==> src/vbc_pkg.sv <==
// package: register map, field positions, reset values and timing of the pin/control bank
`default_nettype none
package vbc_pkg;

   // ***********************************************************
   // register byte addresses
   // ***********************************************************
   localparam logic [7:0] OFF_CTRL   = 8'h18;
   localparam logic [7:0] OFF_CLKSET = 8'h1C;
   localparam logic [7:0] OFF_TBC    = 8'h20;
   localparam logic [7:0] OFF_PFUNC  = 8'h24;
   localparam logic [7:0] OFF_POUT   = 8'h28;
   localparam logic [7:0] OFF_PLEVEL = 8'h2C;
   localparam logic [7:0] OFF_MIRROR = 8'h30;
   localparam logic [7:0] OFF_RXBUF  = 8'h34;
   localparam logic [7:0] OFF_TXBUF  = 8'h38;
   localparam logic [7:0] OFF_AUX    = 8'h3C;

   // ***********************************************************
   // peripheral_control bits
   // ***********************************************************
   localparam int BIT_CAL    = 6;
   localparam int BIT_LOOP   = 5;
   localparam int BIT_TXDMA  = 3;
   localparam int BIT_RXDMA  = 2;
   localparam int BIT_SUSP   = 1;
   localparam int BIT_LOWP   = 0;
   localparam logic [7:0] CTRL_WMASK = 8'h6F;

   // ***********************************************************
   // pin_function_control bits, pin index order tx, rx, loopback
   // ***********************************************************
   localparam int BIT_TX_POL = 7;
   localparam int BIT_RX_POL = 6;
   localparam int BIT_FUN_LO = 3;
   localparam int BIT_DIR_LO = 0;
   localparam int PIN_TX     = 2;
   localparam int PIN_RX     = 1;
   localparam int PIN_LP     = 0;
   localparam int NUM_PINS   = 3;

   // ***********************************************************
   // aux register bits
   // ***********************************************************
   localparam int BIT_IRQ_EN = 0;
   localparam int BIT_NO_CRC = 1;
   localparam int BIT_RBF    = 7;

   // ***********************************************************
   // reset values and timing
   // ***********************************************************
   localparam logic [7:0] RST_BYTE  = 8'h00;
   localparam logic [4:0] RST_CLK   = 5'h00;
   localparam logic [4:0] MHZ_MIN   = 5'h09;
   localparam logic [4:0] MHZ_MAX   = 5'h19;
   localparam logic [4:0] MHZ_DFLT  = 5'h19;
   localparam int         CAL_TIME_US = 10;
   localparam int         CAL_W     = $clog2(CAL_TIME_US + 1);
   localparam logic [CAL_W-1:0] CAL_CYCLES_US = CAL_W'(CAL_TIME_US);

endpackage
`default_nettype wire

==> src/vbc_regs.sv <==
// vbc_regs: control, pin and buffer register bank of the vehicle serial controller
// What this block does
// - calibrate_enable starts calibration and clears itself when calibration completes.
// - loopback_enable drives loopback_n_pin low in link mode.
// - DMA requests only while their enable bits are set.
// - debug_suspend_enable halts link one cycle after CPU enters debug, while it stays in debug.
// - low_power_request powers down and stops internal timing.
// - illegal interface_clock_mhz values time as 25 MHz.
// - tx_bytes_remaining decrements on each tx_data_buffer write by CPU or DMA, holding at zero.
// - write past zero appends CRC unless crc_append_disable is set.
// - at most 256 data bytes per message, count held in eight bits.
// - tx_polarity chooses active level driven on the transmit pin.
// - rx_polarity chooses which receive pin level counts as active.
// - function bits hand each pin to GPIO or the link.
// - direction bits apply only while a pin is GPIO.
// - data-out bits drive a pin only when GPIO and output.
// - pin level register shows all three pin levels in any mode.
// - mirror returns the receive byte without clearing the full flag.
// - completed received byte loads buffer and sets full flag.
// - each transmitted byte loops back into buffer and sets full flag, unless a received byte completes in the same cycle.
// - CPU buffer read clears full flag; interrupt while flag and enable.
// - completion code event clears the receive DMA enable.
//
// Added by the designer: the strobed register port.
`default_nettype none
module vbc_regs
(
   input  wire logic       CLOCK,
   input  wire logic       RSTN,
   // register port
   input  wire logic [7:0] ADDR,
   input  wire logic [7:0] WDATA,
   input  wire logic       WR,
   input  wire logic       RD,
   output var  logic [7:0] RDATA,
   // link engine side
   input  wire logic       RX_BYTE_VALID,
   input  wire logic [7:0] RX_BYTE,
   input  wire logic       TX_BYTE_SENT,
   input  wire logic [7:0] TX_SENT_BYTE,
   input  wire logic       CC_FLAG_SET,
   input  wire logic       TX_BUF_EMPTY,
   input  wire logic       LINK_TX_ACTIVE,
   input  wire logic       DEBUG_MODE,
   output var  logic       LINK_RX_ACTIVE,
   output var  logic [7:0] TX_BUFFER_BYTE,
   output var  logic       TX_BUFFER_LOAD,
   output var  logic       CRC_APPEND,
   output var  logic       LINK_HALT,
   output var  logic       LOW_POWER,
   output var  logic       CAL_ACTIVE,
   output var  logic       US_TICK,
   // dma side
   input  wire logic       DMA_TX_WRITE,
   input  wire logic [7:0] DMA_TX_DATA,
   input  wire logic       DMA_RX_READ,
   output var  logic       TX_DMA_REQ,
   output var  logic       RX_DMA_REQ,
   output var  logic       RX_IRQ,
   // pins: transmit, receive, loopback
   input  wire logic       TX_PIN_I,
   output var  logic       TX_PIN_O,
   output var  logic       TX_PIN_OE,
   input  wire logic       RX_PIN_I,
   output var  logic       RX_PIN_O,
   output var  logic       RX_PIN_OE,
   input  wire logic       LP_PIN_I,
   output var  logic       LP_PIN_O,
   output var  logic       LP_PIN_OE
);

   // ***********************************************************
   // state
   // ***********************************************************
   typedef struct packed {
      logic [7:0]                 ctrl;
      logic [4:0]                 clk_mhz;
      logic [7:0]                 tx_bytes_remaining;
      logic [7:0]                 pfunc;
      logic [2:0]                 pout;
      logic [7:0]                 rx_buffer_byte;
      logic                       rx_buffer_full_flag;
      logic                       irq_en;
      logic                       crc_off;
      logic [4:0]                 us_pre;
      logic [vbc_pkg::CAL_W-1:0]  cal_cnt;
      logic [7:0]                 rdata;
      logic [7:0]                 tx_byte;
      logic                       tx_load;
      logic                       crc_append;
      logic                       tx_dma_req;
      logic                       rx_dma_req;
      logic                       irq;
      logic                       halt;
      logic                       low_power;
      logic                       us_tick;
      logic                       rx_active;
      logic [2:0]                 pin_o;
      logic [2:0]                 pin_oe;
   } vbc_state_s;

   vbc_state_s st_r;
   vbc_state_s st_nxt;
   logic [1:0] rst_sync_r;
   logic       rst_n;

   // ***********************************************************
   // functions
   // ***********************************************************

   // effective clock in MHz, out-of-table values time as 25 MHz
   function automatic logic [4:0] eff_mhz(input logic [4:0] code);
      return (code < vbc_pkg::MHZ_MIN || code > vbc_pkg::MHZ_MAX) ? vbc_pkg::MHZ_DFLT
                                                                   : code;
   endfunction

   // register select, one decode shared by reads and writes
   function automatic logic hit(input logic [7:0] a, input logic [7:0] off);
      return a == off;
   endfunction

   // ***********************************************************
   // reset release
   // ***********************************************************

   // two-stage release of the asynchronous reset
   always_ff @(posedge CLOCK or negedge RSTN)
   begin
      if (!RSTN)
      begin
         rst_sync_r <= 2'b00;
      end
      else
      begin
         rst_sync_r <= {rst_sync_r[0], 1'b1};
      end
   end

   assign rst_n = rst_sync_r[1];

   // ***********************************************************
   // next state
   // ***********************************************************
   always_comb
   begin
      logic       wr_tx;
      logic [7:0] wr_tx_byte;
      logic [7:0] pin_in;
      logic [2:0] fun;
      logic [2:0] dir;
      logic [7:0] rd;

      st_nxt     = st_r;
      wr_tx      = 1'b0;
      wr_tx_byte = vbc_pkg::RST_BYTE;
      pin_in     = {5'h00, TX_PIN_I, RX_PIN_I, LP_PIN_I};
      fun        = st_r.pfunc[vbc_pkg::BIT_FUN_LO +: vbc_pkg::NUM_PINS];
      dir        = st_r.pfunc[vbc_pkg::BIT_DIR_LO +: vbc_pkg::NUM_PINS];
      rd         = vbc_pkg::RST_BYTE;

      // register writes
      if (WR)
      begin
         if (hit(ADDR, vbc_pkg::OFF_CTRL))
         begin
            st_nxt.ctrl = WDATA & vbc_pkg::CTRL_WMASK;
         end
         if (hit(ADDR, vbc_pkg::OFF_CLKSET))
         begin
            st_nxt.clk_mhz = WDATA[4:0];
         end
         if (hit(ADDR, vbc_pkg::OFF_TBC))
         begin
            st_nxt.tx_bytes_remaining = WDATA;
         end
         if (hit(ADDR, vbc_pkg::OFF_PFUNC))
         begin
            st_nxt.pfunc = WDATA;
         end
         if (hit(ADDR, vbc_pkg::OFF_POUT))
         begin
            st_nxt.pout = WDATA[2:0];
         end
         if (hit(ADDR, vbc_pkg::OFF_MIRROR) || hit(ADDR, vbc_pkg::OFF_RXBUF))
         begin
            st_nxt.rx_buffer_byte = WDATA;
         end
         if (hit(ADDR, vbc_pkg::OFF_AUX))
         begin
            st_nxt.irq_en  = WDATA[vbc_pkg::BIT_IRQ_EN];
            st_nxt.crc_off = WDATA[vbc_pkg::BIT_NO_CRC];
         end
         if (hit(ADDR, vbc_pkg::OFF_TXBUF))
         begin
            wr_tx      = 1'b1;
            wr_tx_byte = WDATA;
         end
      end

      // dma write to the transmit buffer when the CPU is not writing it
      if (DMA_TX_WRITE && !wr_tx)
      begin
         wr_tx      = 1'b1;
         wr_tx_byte = DMA_TX_DATA;
      end

      // transmit buffer load, byte count and crc append
      st_nxt.tx_load    = wr_tx;
      st_nxt.crc_append = 1'b0;
      if (wr_tx)
      begin
         st_nxt.tx_byte = wr_tx_byte;
         if (st_r.tx_bytes_remaining == vbc_pkg::RST_BYTE)
         begin
            st_nxt.crc_append = !st_r.crc_off;
         end
         else
         begin
            st_nxt.tx_bytes_remaining = st_r.tx_bytes_remaining - 8'h01;
         end
      end

      // buffer full flag: clear by CPU read or DMA read, set wins
      if (RD && hit(ADDR, vbc_pkg::OFF_RXBUF))
      begin
         st_nxt.rx_buffer_full_flag = 1'b0;
      end
      if (DMA_RX_READ)
      begin
         st_nxt.rx_buffer_full_flag = 1'b0;
      end
      if (RX_BYTE_VALID)
      begin
         st_nxt.rx_buffer_byte      = RX_BYTE;
         st_nxt.rx_buffer_full_flag = 1'b1;
      end
      else if (TX_BYTE_SENT)
      begin
         st_nxt.rx_buffer_byte      = TX_SENT_BYTE;
         st_nxt.rx_buffer_full_flag = 1'b1;
      end

      // completion code event wins over a software write of the enable
      if (CC_FLAG_SET)
      begin
         st_nxt.ctrl[vbc_pkg::BIT_RXDMA] = 1'b0;
      end

      // microsecond time base, stopped in low power
      st_nxt.us_tick = 1'b0;
      if (st_r.ctrl[vbc_pkg::BIT_LOWP])
      begin
         st_nxt.us_pre = 5'h00;
      end
      else if (st_r.us_pre >= eff_mhz(st_r.clk_mhz) - 5'h01)
      begin
         st_nxt.us_pre  = 5'h00;
         st_nxt.us_tick = 1'b1;
      end
      else
      begin
         st_nxt.us_pre = st_r.us_pre + 5'h01;
      end

      // calibration runs a fixed time, then the enable clears itself
      if (!st_r.ctrl[vbc_pkg::BIT_CAL])
      begin
         st_nxt.cal_cnt = '0;
      end
      else if (st_r.us_tick)
      begin
         if (st_r.cal_cnt == vbc_pkg::CAL_CYCLES_US - 1'b1)
         begin
            st_nxt.cal_cnt                = '0;
            st_nxt.ctrl[vbc_pkg::BIT_CAL] = 1'b0;
         end
         else
         begin
            st_nxt.cal_cnt = st_r.cal_cnt + 1'b1;
         end
      end

      // mode outputs
      st_nxt.halt      = st_r.ctrl[vbc_pkg::BIT_SUSP] & DEBUG_MODE;
      st_nxt.low_power = st_r.ctrl[vbc_pkg::BIT_LOWP];

      // dma requests and receive interrupt
      st_nxt.tx_dma_req = st_r.ctrl[vbc_pkg::BIT_TXDMA] & TX_BUF_EMPTY & !wr_tx;
      st_nxt.rx_dma_req = st_r.ctrl[vbc_pkg::BIT_RXDMA] & st_r.rx_buffer_full_flag;
      st_nxt.irq        = st_r.rx_buffer_full_flag & st_r.irq_en;

      // receive pin as seen by the link
      st_nxt.rx_active = st_r.pfunc[vbc_pkg::BIT_RX_POL] ? RX_PIN_I : !RX_PIN_I;

      // pin drivers: link function or plain gpio
      for (int p = 0; p < vbc_pkg::NUM_PINS; p++)
      begin
         st_nxt.pin_o[p]  = st_r.pout[p];
         st_nxt.pin_oe[p] = dir[p];
      end
      if (fun[vbc_pkg::PIN_TX])
      begin
         st_nxt.pin_o[vbc_pkg::PIN_TX]  = st_r.pfunc[vbc_pkg::BIT_TX_POL] ?
                                          LINK_TX_ACTIVE : !LINK_TX_ACTIVE;
         st_nxt.pin_oe[vbc_pkg::PIN_TX] = 1'b1;
      end
      if (fun[vbc_pkg::PIN_RX])
      begin
         st_nxt.pin_o[vbc_pkg::PIN_RX]  = 1'b0;
         st_nxt.pin_oe[vbc_pkg::PIN_RX] = 1'b0;
      end
      if (fun[vbc_pkg::PIN_LP])
      begin
         st_nxt.pin_o[vbc_pkg::PIN_LP]  = !st_r.ctrl[vbc_pkg::BIT_LOOP];
         st_nxt.pin_oe[vbc_pkg::PIN_LP] = 1'b1;
      end

      // read data, valid in the cycle after the strobe only
      if (RD)
      begin
         if (hit(ADDR, vbc_pkg::OFF_CTRL))
         begin
            rd = st_r.ctrl;
         end
         if (hit(ADDR, vbc_pkg::OFF_CLKSET))
         begin
            rd = {3'h0, st_r.clk_mhz};
         end
         if (hit(ADDR, vbc_pkg::OFF_TBC))
         begin
            rd = st_r.tx_bytes_remaining;
         end
         if (hit(ADDR, vbc_pkg::OFF_PFUNC))
         begin
            rd = st_r.pfunc;
         end
         if (hit(ADDR, vbc_pkg::OFF_POUT))
         begin
            rd = {5'h00, st_r.pout};
         end
         if (hit(ADDR, vbc_pkg::OFF_PLEVEL))
         begin
            rd = pin_in;
         end
         if (hit(ADDR, vbc_pkg::OFF_MIRROR) || hit(ADDR, vbc_pkg::OFF_RXBUF))
         begin
            rd = st_r.rx_buffer_byte;
         end
         if (hit(ADDR, vbc_pkg::OFF_AUX))
         begin
            rd[vbc_pkg::BIT_IRQ_EN] = st_r.irq_en;
            rd[vbc_pkg::BIT_NO_CRC] = st_r.crc_off;
            rd[vbc_pkg::BIT_RBF]    = st_r.rx_buffer_full_flag;
         end
      end
      st_nxt.rdata = rd;
   end

   // ***********************************************************
   // state register
   // ***********************************************************

   // all state in one register, reset to a quiet bank
   always_ff @(posedge CLOCK or negedge rst_n)
   begin
      if (!rst_n)
      begin
         st_r <= '0;
      end
      else
      begin
         st_r <= st_nxt;
      end
   end

   // ***********************************************************
   // outputs, straight from the state register
   // ***********************************************************
   assign RDATA          = st_r.rdata;
   assign LINK_RX_ACTIVE = st_r.rx_active;
   assign TX_BUFFER_BYTE = st_r.tx_byte;
   assign TX_BUFFER_LOAD = st_r.tx_load;
   assign CRC_APPEND     = st_r.crc_append;
   assign LINK_HALT      = st_r.halt;
   assign LOW_POWER      = st_r.low_power;
   assign CAL_ACTIVE     = st_r.ctrl[vbc_pkg::BIT_CAL];
   assign US_TICK        = st_r.us_tick;
   assign TX_DMA_REQ     = st_r.tx_dma_req;
   assign RX_DMA_REQ     = st_r.rx_dma_req;
   assign RX_IRQ         = st_r.irq;
   assign TX_PIN_O       = st_r.pin_o[vbc_pkg::PIN_TX];
   assign TX_PIN_OE      = st_r.pin_oe[vbc_pkg::PIN_TX];
   assign RX_PIN_O       = st_r.pin_o[vbc_pkg::PIN_RX];
   assign RX_PIN_OE      = st_r.pin_oe[vbc_pkg::PIN_RX];
   assign LP_PIN_O       = st_r.pin_o[vbc_pkg::PIN_LP];
   assign LP_PIN_OE      = st_r.pin_oe[vbc_pkg::PIN_LP];

endmodule
`default_nettype wire

==> config.mk <==
export PLATFORM = sky130hd
export DESIGN_NAME = vbc_regs
export DESIGN_NICKNAME = d
export VERILOG_FILES = /design/src/vbc_pkg.sv /design/src/vbc_regs.sv
export SDC_FILE = /design/constraint.sdc
export NUM_CORES = 1
export LEC_CHECK = 0
export ABC_AREA = 1
export BUFFER_PORTS_ARGS = -buffer_cell sky130_fd_sc_hd__buf_2
export CAP_MARGIN = 15
export CORE_UTILIZATION = 42
export CTS_CLUSTER_SIZE = 14
export DETAILED_ROUTE_END_ITERATION = 8
export SLEW_MARGIN = 10
export SYNTH_ARGS = -nofsm -noshare
export SYNTH_HDL_FRONTEND = slang
export SYNTH_SLANG_ARGS = --single-unit
==> constraint.sdc <==
create_clock -name CLOCK -period 4.9 [get_ports CLOCK]
set_input_delay 0.735 -clock CLOCK [delete_from_list [all_inputs] [get_ports CLOCK]]
set_output_delay 0.735 -clock CLOCK [all_outputs]
set_load 0.005 [all_outputs]
# Word level (Yosys, flattened, before mapping)
# Cells that the tools add are included.
[classes]
reduce_logical = 23
n_eq_ne = 12
add_sub_neg = 4
n_bitwise = 5
n_lt_le_gt_ge = 3
n_mux = 51
[op_table]
columns = ["operator", "n"]
rows = [
  ["$mux W8", 15],
  ["$eq A8 B6 Y1 const B", 8],
  ["$mux W39", 1],
  ["$mux W1", 22],
  ["$mux W5", 4],
  ["$mux W9", 2],
  ["$eq A8 B5 Y1 const B", 2],
  ["$mux W7", 2],
  ["$reduce_and A2 Y1", 7],
  ["$mux W4", 3],
  ["$logic_not A8 Y1", 1],
  ["$sub A8 B1 Y8 const B", 1],
  ["$logic_not A1 Y1", 6],
  ["$reduce_bool A3 Y1", 2],
  ["$add A5 B1 Y5 const B", 1],
  ["$and A1 B1 Y1", 5],
  ["$ge A5 B5 Y1", 1],
  ["$gt A5 B5 Y1 const B", 1],
  ["$lt A5 B4 Y1 const B", 1],
  ["$sub A5 B1 Y5 const B", 1],
  ["$add A4 B1 Y4 const B", 1],
  ["$eq A4 B4 Y1 const B", 1],
  ["$reduce_bool A2 Y1", 2],
  ["$reduce_bool A4 Y1", 1],
  ["5 further kinds", 7],
]
[word_totals]
input_bits = 55
word_cells = 125
ff_bits = 83
output_inout_bits = 32

# Logic depth before layout (Yosys ltp)
# Gate-level depths: netlist (run 1).
[logic_depth]
depth_word = 10
mapped_depth = 16
depth_no_buf = 16

# Least setup slack after synthesis (run 1)
# Ideal clock, no wire load.
[synth_timing]
path_type = "reg-to-reg"
from = "register st_r[71] in the netlist's numbering"
to = "register st_r[35] in the netlist's numbering"
slack_ns = 2.470
synth_period_minus_slack_ns = 2.430
t_arrival_ns = 2.357
path_stages_with_launch = 16
t_required_ns = 4.827
setup_ns = 0.073
n_path_buf = 0
path_cell_list = "dfrtp_1 -> nor2_1 -> inv_1 -> or2_2 -> nand2_1 -> nand2_1 -> nand2_1 -> nor2_1 -> ha_1 -> xor2_1 -> ha_1 -> a21oi_1 -> o21ai_0 -> a211oi_1 -> nand2_1 -> nor2_1"
[synth_rtl]
columns = ["item", "line_no", "text"]
rows = [
  ["start: declaration", "vbc_regs.sv:102", "vbc_state_s st_r;"],
  ["start signal: assignment", "vbc_regs.sv:372", "st_r <= st_nxt;"],
]

==> out/metrics.cfg, run 1 <==
[outcome]
status=complete, no violations

[floorplan]
start_util_pct=43.01
rows=37
core-area_um2=10230
num_io_pins=87
dieArea_um2=10890
die_y_um=104.4
die_w_um=104.4

[yosys]
yosysSeqAreaShare_pct=47.20
synth_top_family_by_area=simple AND/OR/NAND/NOR gates
synthCells=528
async_flop_share_pct=100.0
synth.distinct_cells=41
synth_area_leaders=dfrtp_1 (47%), nand2_1 (10%), o21ai_0 (5.9%)
synth_mux_area_share_pct=0.5118
synthSimpleGateAreaFrac_pct=25.16
synth_adder_area_share_pct=2.843
syn_area_per_cell_um2=8.334
synth_edf_count=0
ys.warnings.count=0
synth_top_area_cell=dfrtp_1
netlist_area_um2=4400
synth-compound-area-share_pct=12.57
ys_ff_latch=83
synth-xor-area-share_pct=2.189
synth_nets=593
synth_flop_cell=dfrtp_1
synth.top_cell.area_share_pct=47.20

[final_layout]
syn_to_final_growth_pct=14.02
antennaDiodeCount=0
n_fill_cell=1000
drive_above_1_share_pct=22.11
nets=666
utilization_pct=49.04

[routing]
vias=3646
antenna_left=0
drc=0
first_pass_iters=4
wl_mm=10.65
drt_iter0_drc=199
viasPerCell=4.914
wire_per_inst_um=14.35

[sta]
slew-limit-headroom_pct=31.35
finalCriticalPeriod_ns=2.764
period_share_pct=56.42
hold_slack_ns=0.1518
hold_viol_final=0
slew_violations=0
fin_setup_tns_ns=0
skew_ns=0.01016
setup_viol=0
setup_ws_ns=2.136
max_freq_ghz=0.3617
worst_pin_slew_ns=1.030
rsz0062_at_grt=false

[clock_network]
root_buffer=clkbuf_8
cts_max_level=3
clkSlewWorstSetupHoldPaths_ns=0.08
numCtsBuffers=9
cts_setup_buffers=0
cts.sinks=83
cts_tree=yes
cts_resized=0
clockBufferDepth=2
hold_buffers=0
clock_latency_ns=0.35

[place]
io_buffers=86
place_ws_ns=2.159
post-dp-hpwl_mm=8.170
place_congestion=0.8664

[global_routing]
grt_pass1_vias=3615
grt_usage_pct=21.06
grt_pass1_wl_mm=17.67
grt_start_max_net_pins=82
antenna_found_initial=0
grt_overflow=0

[job]
cap_violations=0

[critical_path]
cp_max_fo=5
end_kind=flip-flop
worstPathArrival_ns=3.05
path_class=reg -> reg
cp_data_required_time_ns=5.18
cp-start-kind=flip-flop

[power_and_ir_drop]
vdd_drop_max_v=0.0002038
swShare_pct=32.04
leakage_nw=2.578
switchingPower_mw=0.5610
internal_power_mw=1.190
p_seq_share_pct=49.9
p_comb_share_pct=22.1
power_mw=1.751
pwr-share-clk_pct=28.0
power_density_nw_per_um2=349.0

[min_path]
holdCritPathClass=in -> async

[power by group through the flow]
stage / logic [mW] / registers [mW] / clock network, mW
finish: 0.387 / 0.874 / 0.490
global route: 0.457 / 0.892 / 0.536
CTS: 0.389 / 0.876 / 0.506
detailed placement: 0.387 / 0.890 / 0
global placement: 0.374 / 0.887 / 0
floorplan: 0.294 / 0.863 / 0
[cells by family (layout without fill, tap and decap cells)]
group	after synthesis	after routing
flops	83	83
mux	2	2
simple gates	237	237
fa+ha+maj	10	10
compound gates	99	99
buf+inv	85	163
xor+xnor	11	11
other cells	1	1
[cells in the final DEF, fill, tap and decap left out, drive strengths merged]
master	count
o21a	1
a41oi	3
inv	60
nand3	34
nand2	132
o22ai	2
nor2	53
o21bai	2
a31oi	3
ha	10
xnor2	2
and3	1
clkbuf	11
clkinv	4
o311ai	2
nor3	9
nand4	5
xor2	9
o211ai	4
bufinv	1
buf	86
o21ai	54
conb	1
or2	2
nor4	1
a211oi	2
a21oi	25
dfrtp	83
o31ai	1
clkinvlp	1
mux2	2
[per-layer routing]
layer	GRT usage (%)	vias up	part of all wire [%]
met5	0	-	0
met2	33.07	92	46
met1	28.54	1683	45
met4	8.673	0	2.7
li1	-	1852	-
met3	3.947	19	6.0
[worst paths after layout]
| path | start | end | slack [ns] | depth (start not counted) |
|---|---|---|---|---|
| worst max-delay path | st_r[72]$_DFFE_PN0P_ | st_r[36]$_DFF_PN0_ | 2.14 | 15 |
| worst min-delay path | RSTN | rst_sync_r[1]$_DFF_PN0_ | 0.15 | 1 |
| worst max register to register | st_r[72]$_DFFE_PN0P_ | st_r[36]$_DFF_PN0_ | 2.14 | 15 |
| worst min register to register | rst_sync_r[0]$_DFF_PN0_ | rst_sync_r[1]$_DFF_PN0_ | 0.36 | 0 |
| max in group asynchronous | rst_sync_r[1]$_DFF_PN0_ | st_r[61]$_DFFE_PN0P_ | 3.72 | 0 |
| min in group CLOCK | rst_sync_r[0]$_DFF_PN0_ | rst_sync_r[1]$_DFF_PN0_ | 0.36 | 0 |
[per-stage QoR]
| step | instances | area, um2 |
|---|---|---|
| finish | 742 | 5017 |
| global route | 742 | 5017 |
| CTS | 742 | 5017 |
| detailed placement | 726 | 4823 |
| global placement | 726 | 4823 |
| floorplan | 528 | 4400 |
[synth_stat cells, drive strengths merged, types with 5 or more instances]
| cell | instances |
|---|---|
| inv | 60 |
| ha | 10 |
| nand3 | 34 |
| dfrtp | 83 |
| nand4 | 5 |
| buf | 22 |
| xor2 | 9 |
| nor2 | 53 |
| nand2 | 132 |
| nor3 | 9 |
| a21oi | 25 |
| o21ai | 54 |
[worst max-delay path, stage by stage (launching register included)]
cell      delay, ns
dfrtp_1        0.42
nor2_1         0.10
inv_1          0.05
or2_2          0.28
nand2_1        0.08
nand2_1        0.08
nand2_1        0.08
nor2_1         0.06
ha_1           0.22
xor2_1         0.17
ha_1           0.31
a21oi_1        0.16
o21ai_0        0.10
a211oi_1       0.27
nand2_1        0.18
nor2_1         0.13
[state kept, by name (all words and copies together) (netlist names)]
name / count
CAL_ACTIVE: 1
CRC_APPEND: 1
LINK_HALT: 1
LINK_RX_ACTIVE: 1
LOW_POWER: 1
LP_PIN_O: 1
LP_PIN_OE: 1
RDATA: 8
RX_DMA_REQ: 1
RX_IRQ: 1
RX_PIN_O: 1
RX_PIN_OE: 1
TX_BUFFER_BYTE: 8
TX_BUFFER_LOAD: 1
TX_DMA_REQ: 1
TX_PIN_O: 1
TX_PIN_OE: 1
US_TICK: 1
rst_sync_r: 2
st_nxt: 1
st_r: 48
[final cells by class]
cell class	instances	area [um2]	area share (%)
Inverter	61	234.0	4.663
Timing Repair Buffer	86	430.4	8.579
Clock buffer	11	141.4	2.818
Tap cell	136	170.2	3.392
Sequential cell	83	2081	41.47
Clock inverter	5	52.55	1.047
Multi-Input combinational cell	360	1908	38.03
Note: power is estimated with default switching activity, not from simulation.
==> inputs of run 2 (changes only) <==
==> constraint.sdc (replaced) <==
create_clock -name CLOCK -period 2.7 [get_ports CLOCK]
set_input_delay 0.405 -clock CLOCK [delete_from_list [all_inputs] [get_ports CLOCK]]
set_output_delay 0.405 -clock CLOCK [all_outputs]
set_load 0.005 [all_outputs]
==> run 2 against run 1 <==
Sequential power is 81% higher. Global-route usage up 0.37 points. Design area is 1.9% higher. Final cell count increased by 0.67%. Die area is the same. Critical path depth did not move. Total power increased by 89%. First-iteration DRC count is 13% lower. Routed wire length rose by 1.6%. Hold slack better by 0.054 ns. Critical path type unchanged.
==> out/metrics.cfg, run 2 (synthesis results as in run 1) <==
[global_routing]
grt_start_max_net_pins=54  ; was 82
grt_usage_pct=21.42  ; was 21.06%
grt_pass1_wl_mm=17.95  ; was 17.67 mm
antenna_found_initial=0  ; unchanged
grt_pass1_vias=3691  ; was 3615
grt_overflow=0  ; unchanged

[power_and_ir_drop]
pwr-share-clk_pct=29.2  ; was 28.0%
p_seq_share_pct=47.8  ; was 49.9%
p_comb_share_pct=22.9  ; was 22.1%
swShare_pct=31.35  ; was 32.04%
power_density_nw_per_um2=647.3  ; was 349.0 nW/um2
power_mw=3.311  ; was 1.751 mW
internal_power_mw=2.273  ; was 1.190 mW
leakage_nw=2.620  ; was 2.578 nW
switchingPower_mw=1.038  ; was 0.5610 mW
vdd_drop_max_v=0.0003162  ; was 0.0002038 V

[routing]
wl_mm=10.82  ; was 10.65 mm
drt_iter0_drc=174  ; was 199
wire_per_inst_um=14.48  ; was 14.35 um
vias=3719  ; was 3646
first_pass_iters=6  ; was 4
antenna_left=0  ; unchanged
viasPerCell=4.979  ; was 4.914
drc=0  ; unchanged

[clock_network]
numCtsBuffers=9  ; unchanged
root_buffer=clkbuf_8  ; unchanged
cts_tree=yes  ; unchanged
clock_latency_ns=0.36  ; was 0.35 ns
clockBufferDepth=2  ; unchanged
clkSlewWorstSetupHoldPaths_ns=0.08  ; about the same
cts.sinks=83  ; unchanged
cts_max_level=3  ; unchanged

[min_path]
holdPathStages=2
holdCritPathClass=in -> reg  ; was in -> async

[critical_path]
cp_max_fo=5  ; unchanged
worstPathArrival_ns=2.81  ; was 3.05 ns
end_kind=flip-flop  ; unchanged
cp_data_required_time_ns=2.99  ; was 5.18 ns
path_class=reg -> reg  ; unchanged
r2r_cells=15  ; unchanged
cp-start-kind=flip-flop  ; unchanged

[final_layout]
utilization_pct=49.99  ; was 49.04%
fin_cells=747  ; was 742
mostFrequentLayoutCell=nand2_1  ; unchanged
max_flop_register=st_r  ; unchanged
syn_to_final_growth_pct=16.24  ; was 14.02%
nets=673  ; was 666
antennaDiodeCount=0  ; unchanged
largest_reg_flops=48  ; unchanged
final_cell_mix=nand2_1 (119), buf_2 (86), dfrtp_1 (82)  ; was nand2_1 (123), buf_2 (86), dfrtp_1 (82)
drive_above_1_share_pct=24.22  ; was 22.11%
final_area_um2=5115  ; was 5017 um2
n_fill_cell=999  ; was 1000

[place]
placedCellCount=728  ; was 726
placed_area_um2=4838  ; was 4823 um2
place_congestion=0.8894  ; was 0.8664
post-dp-hpwl_mm=8.371  ; was 8.170 mm
io_buffers=86  ; unchanged

[floorplan]
die_y_um=104.4  ; unchanged
rows=37  ; unchanged
die_w_um=104.4  ; unchanged
dieArea_um2=10890  ; unchanged
core-area_um2=10230  ; unchanged
start_util_pct=43.01  ; unchanged
num_io_pins=87  ; unchanged

[sta]
hold_slack_ns=0.2059  ; was 0.1518 ns
slew_violations=0  ; unchanged
hold_viol_final=0  ; unchanged
rsz0062_at_grt=false  ; unchanged
slew-limit-headroom_pct=54.37  ; was 31.35%
finalCriticalPeriod_ns=2.517  ; was 2.764 ns
worst_pin_slew_ns=0.6845  ; was 1.030 ns
max_freq_ghz=0.3974  ; was 0.3617 GHz
period_share_pct=93.21  ; was 56.42%
setup_viol=0  ; unchanged
skew_ns=0.01085  ; was 0.01016 ns

[job]
cap_violations=0  ; unchanged

[outcome]
status=complete, no violations  ; unchanged

-- run 2: cell count changes in the layout (fill, tap and decap cells not counted), moves of 2 or more --
cell      before  now
buf_4          0    6
nand2_1      123  119
nand2_2        3    7
a21oi_1       23   21
a21oi_2        2    4
clkinv_2       3    1
nor2_1        44   42
nor2_2         3    5
o21ai_0       52   50
o21ai_1        2    4
-- run 2: critical path, stage by stage (launching register included) --
cell and delay, ns:
dfrtp_1 0.40, nor2_1 0.09, inv_1 0.05, or2_2 0.29, nand2_2 0.08, nand2_2 0.08, nand2_2 0.07, nor2_1 0.06
ha_2 0.18, xor2_1 0.16, ha_1 0.32, a21oi_2 0.15, o21ai_1 0.07, a211oi_2 0.20, nand2_2 0.14, nor2_1 0.12
-- run 2: area by class of cell --
cell class,count,area (um2),area share [%]
Multi-Input combinational cell,360,1938,37.89
Clock buffer,11,141.4,2.764
Timing Repair Buffer,93,485.5,9.491
Inverter,61,234.0,4.574
Clock inverter,3,65.06,1.272
Sequential cell,83,2081,40.68
Tap cell,136,170.2,3.327
-- run 2: final timing paths --
kind	start	to	slack (ns)
max	st_r[72]$_DFFE_PN0P_	st_r[38]$_DFF_PN0_	0.18
max in group asynchronous	rst_sync_r[1]$_DFF_PN0_	RDATA[6]$_DFF_PN0_	1.64
min in group asynchronous	RSTN	rst_sync_r[1]$_DFF_PN0_	0.35
min	CC_FLAG_SET	st_r[77]$_DFFE_PN0P_	0.21
max reg2reg	st_r[72]$_DFFE_PN0P_	st_r[38]$_DFF_PN0_	0.18
min reg2reg	rst_sync_r[0]$_DFF_PN0_	rst_sync_r[1]$_DFF_PN0_	0.36
-- run 2: metal layers --
metal	routed length, um	part of all wire (%)	GRT usage (%)
met2	5088	47	34.44
met1	5089	47	28.70
met4	201	1.9	7.959
met5	0	0	0
met3	436	4.0	4.010
-- run 2: timing repair --
action                                  in CTS  in global routing
setup buffers                                3                  1
endpoints found under the setup margin       5                  6
hold buffers                                 1                  0
endpoints found under the hold margin        2                  0
gates resized for setup                      5                  7
pin swaps                                    5                  6
-- run 2: stage by stage --
step,setup TNS (ns),setup WS (ns)
2_1_floorplan,0,0.2171
3_5_place_dp,-0.08425,-0.04573
5_1_grt,0,0.006274
6_report,0,0.1834
3_3_place_gp,0,0.1177
4_1_cts,0,0.03708
-- run 2: power by group through the flow --
stage	clock (mW)	combinational (mW)	sequential, mW
floorplan	0	0.533	1.57
global placement	0	0.687	1.60
detailed placement	0	0.715	1.61
CTS	0.982	0.737	1.58
global route	1.03	0.889	1.61
finish	0.967	0.760	1.58
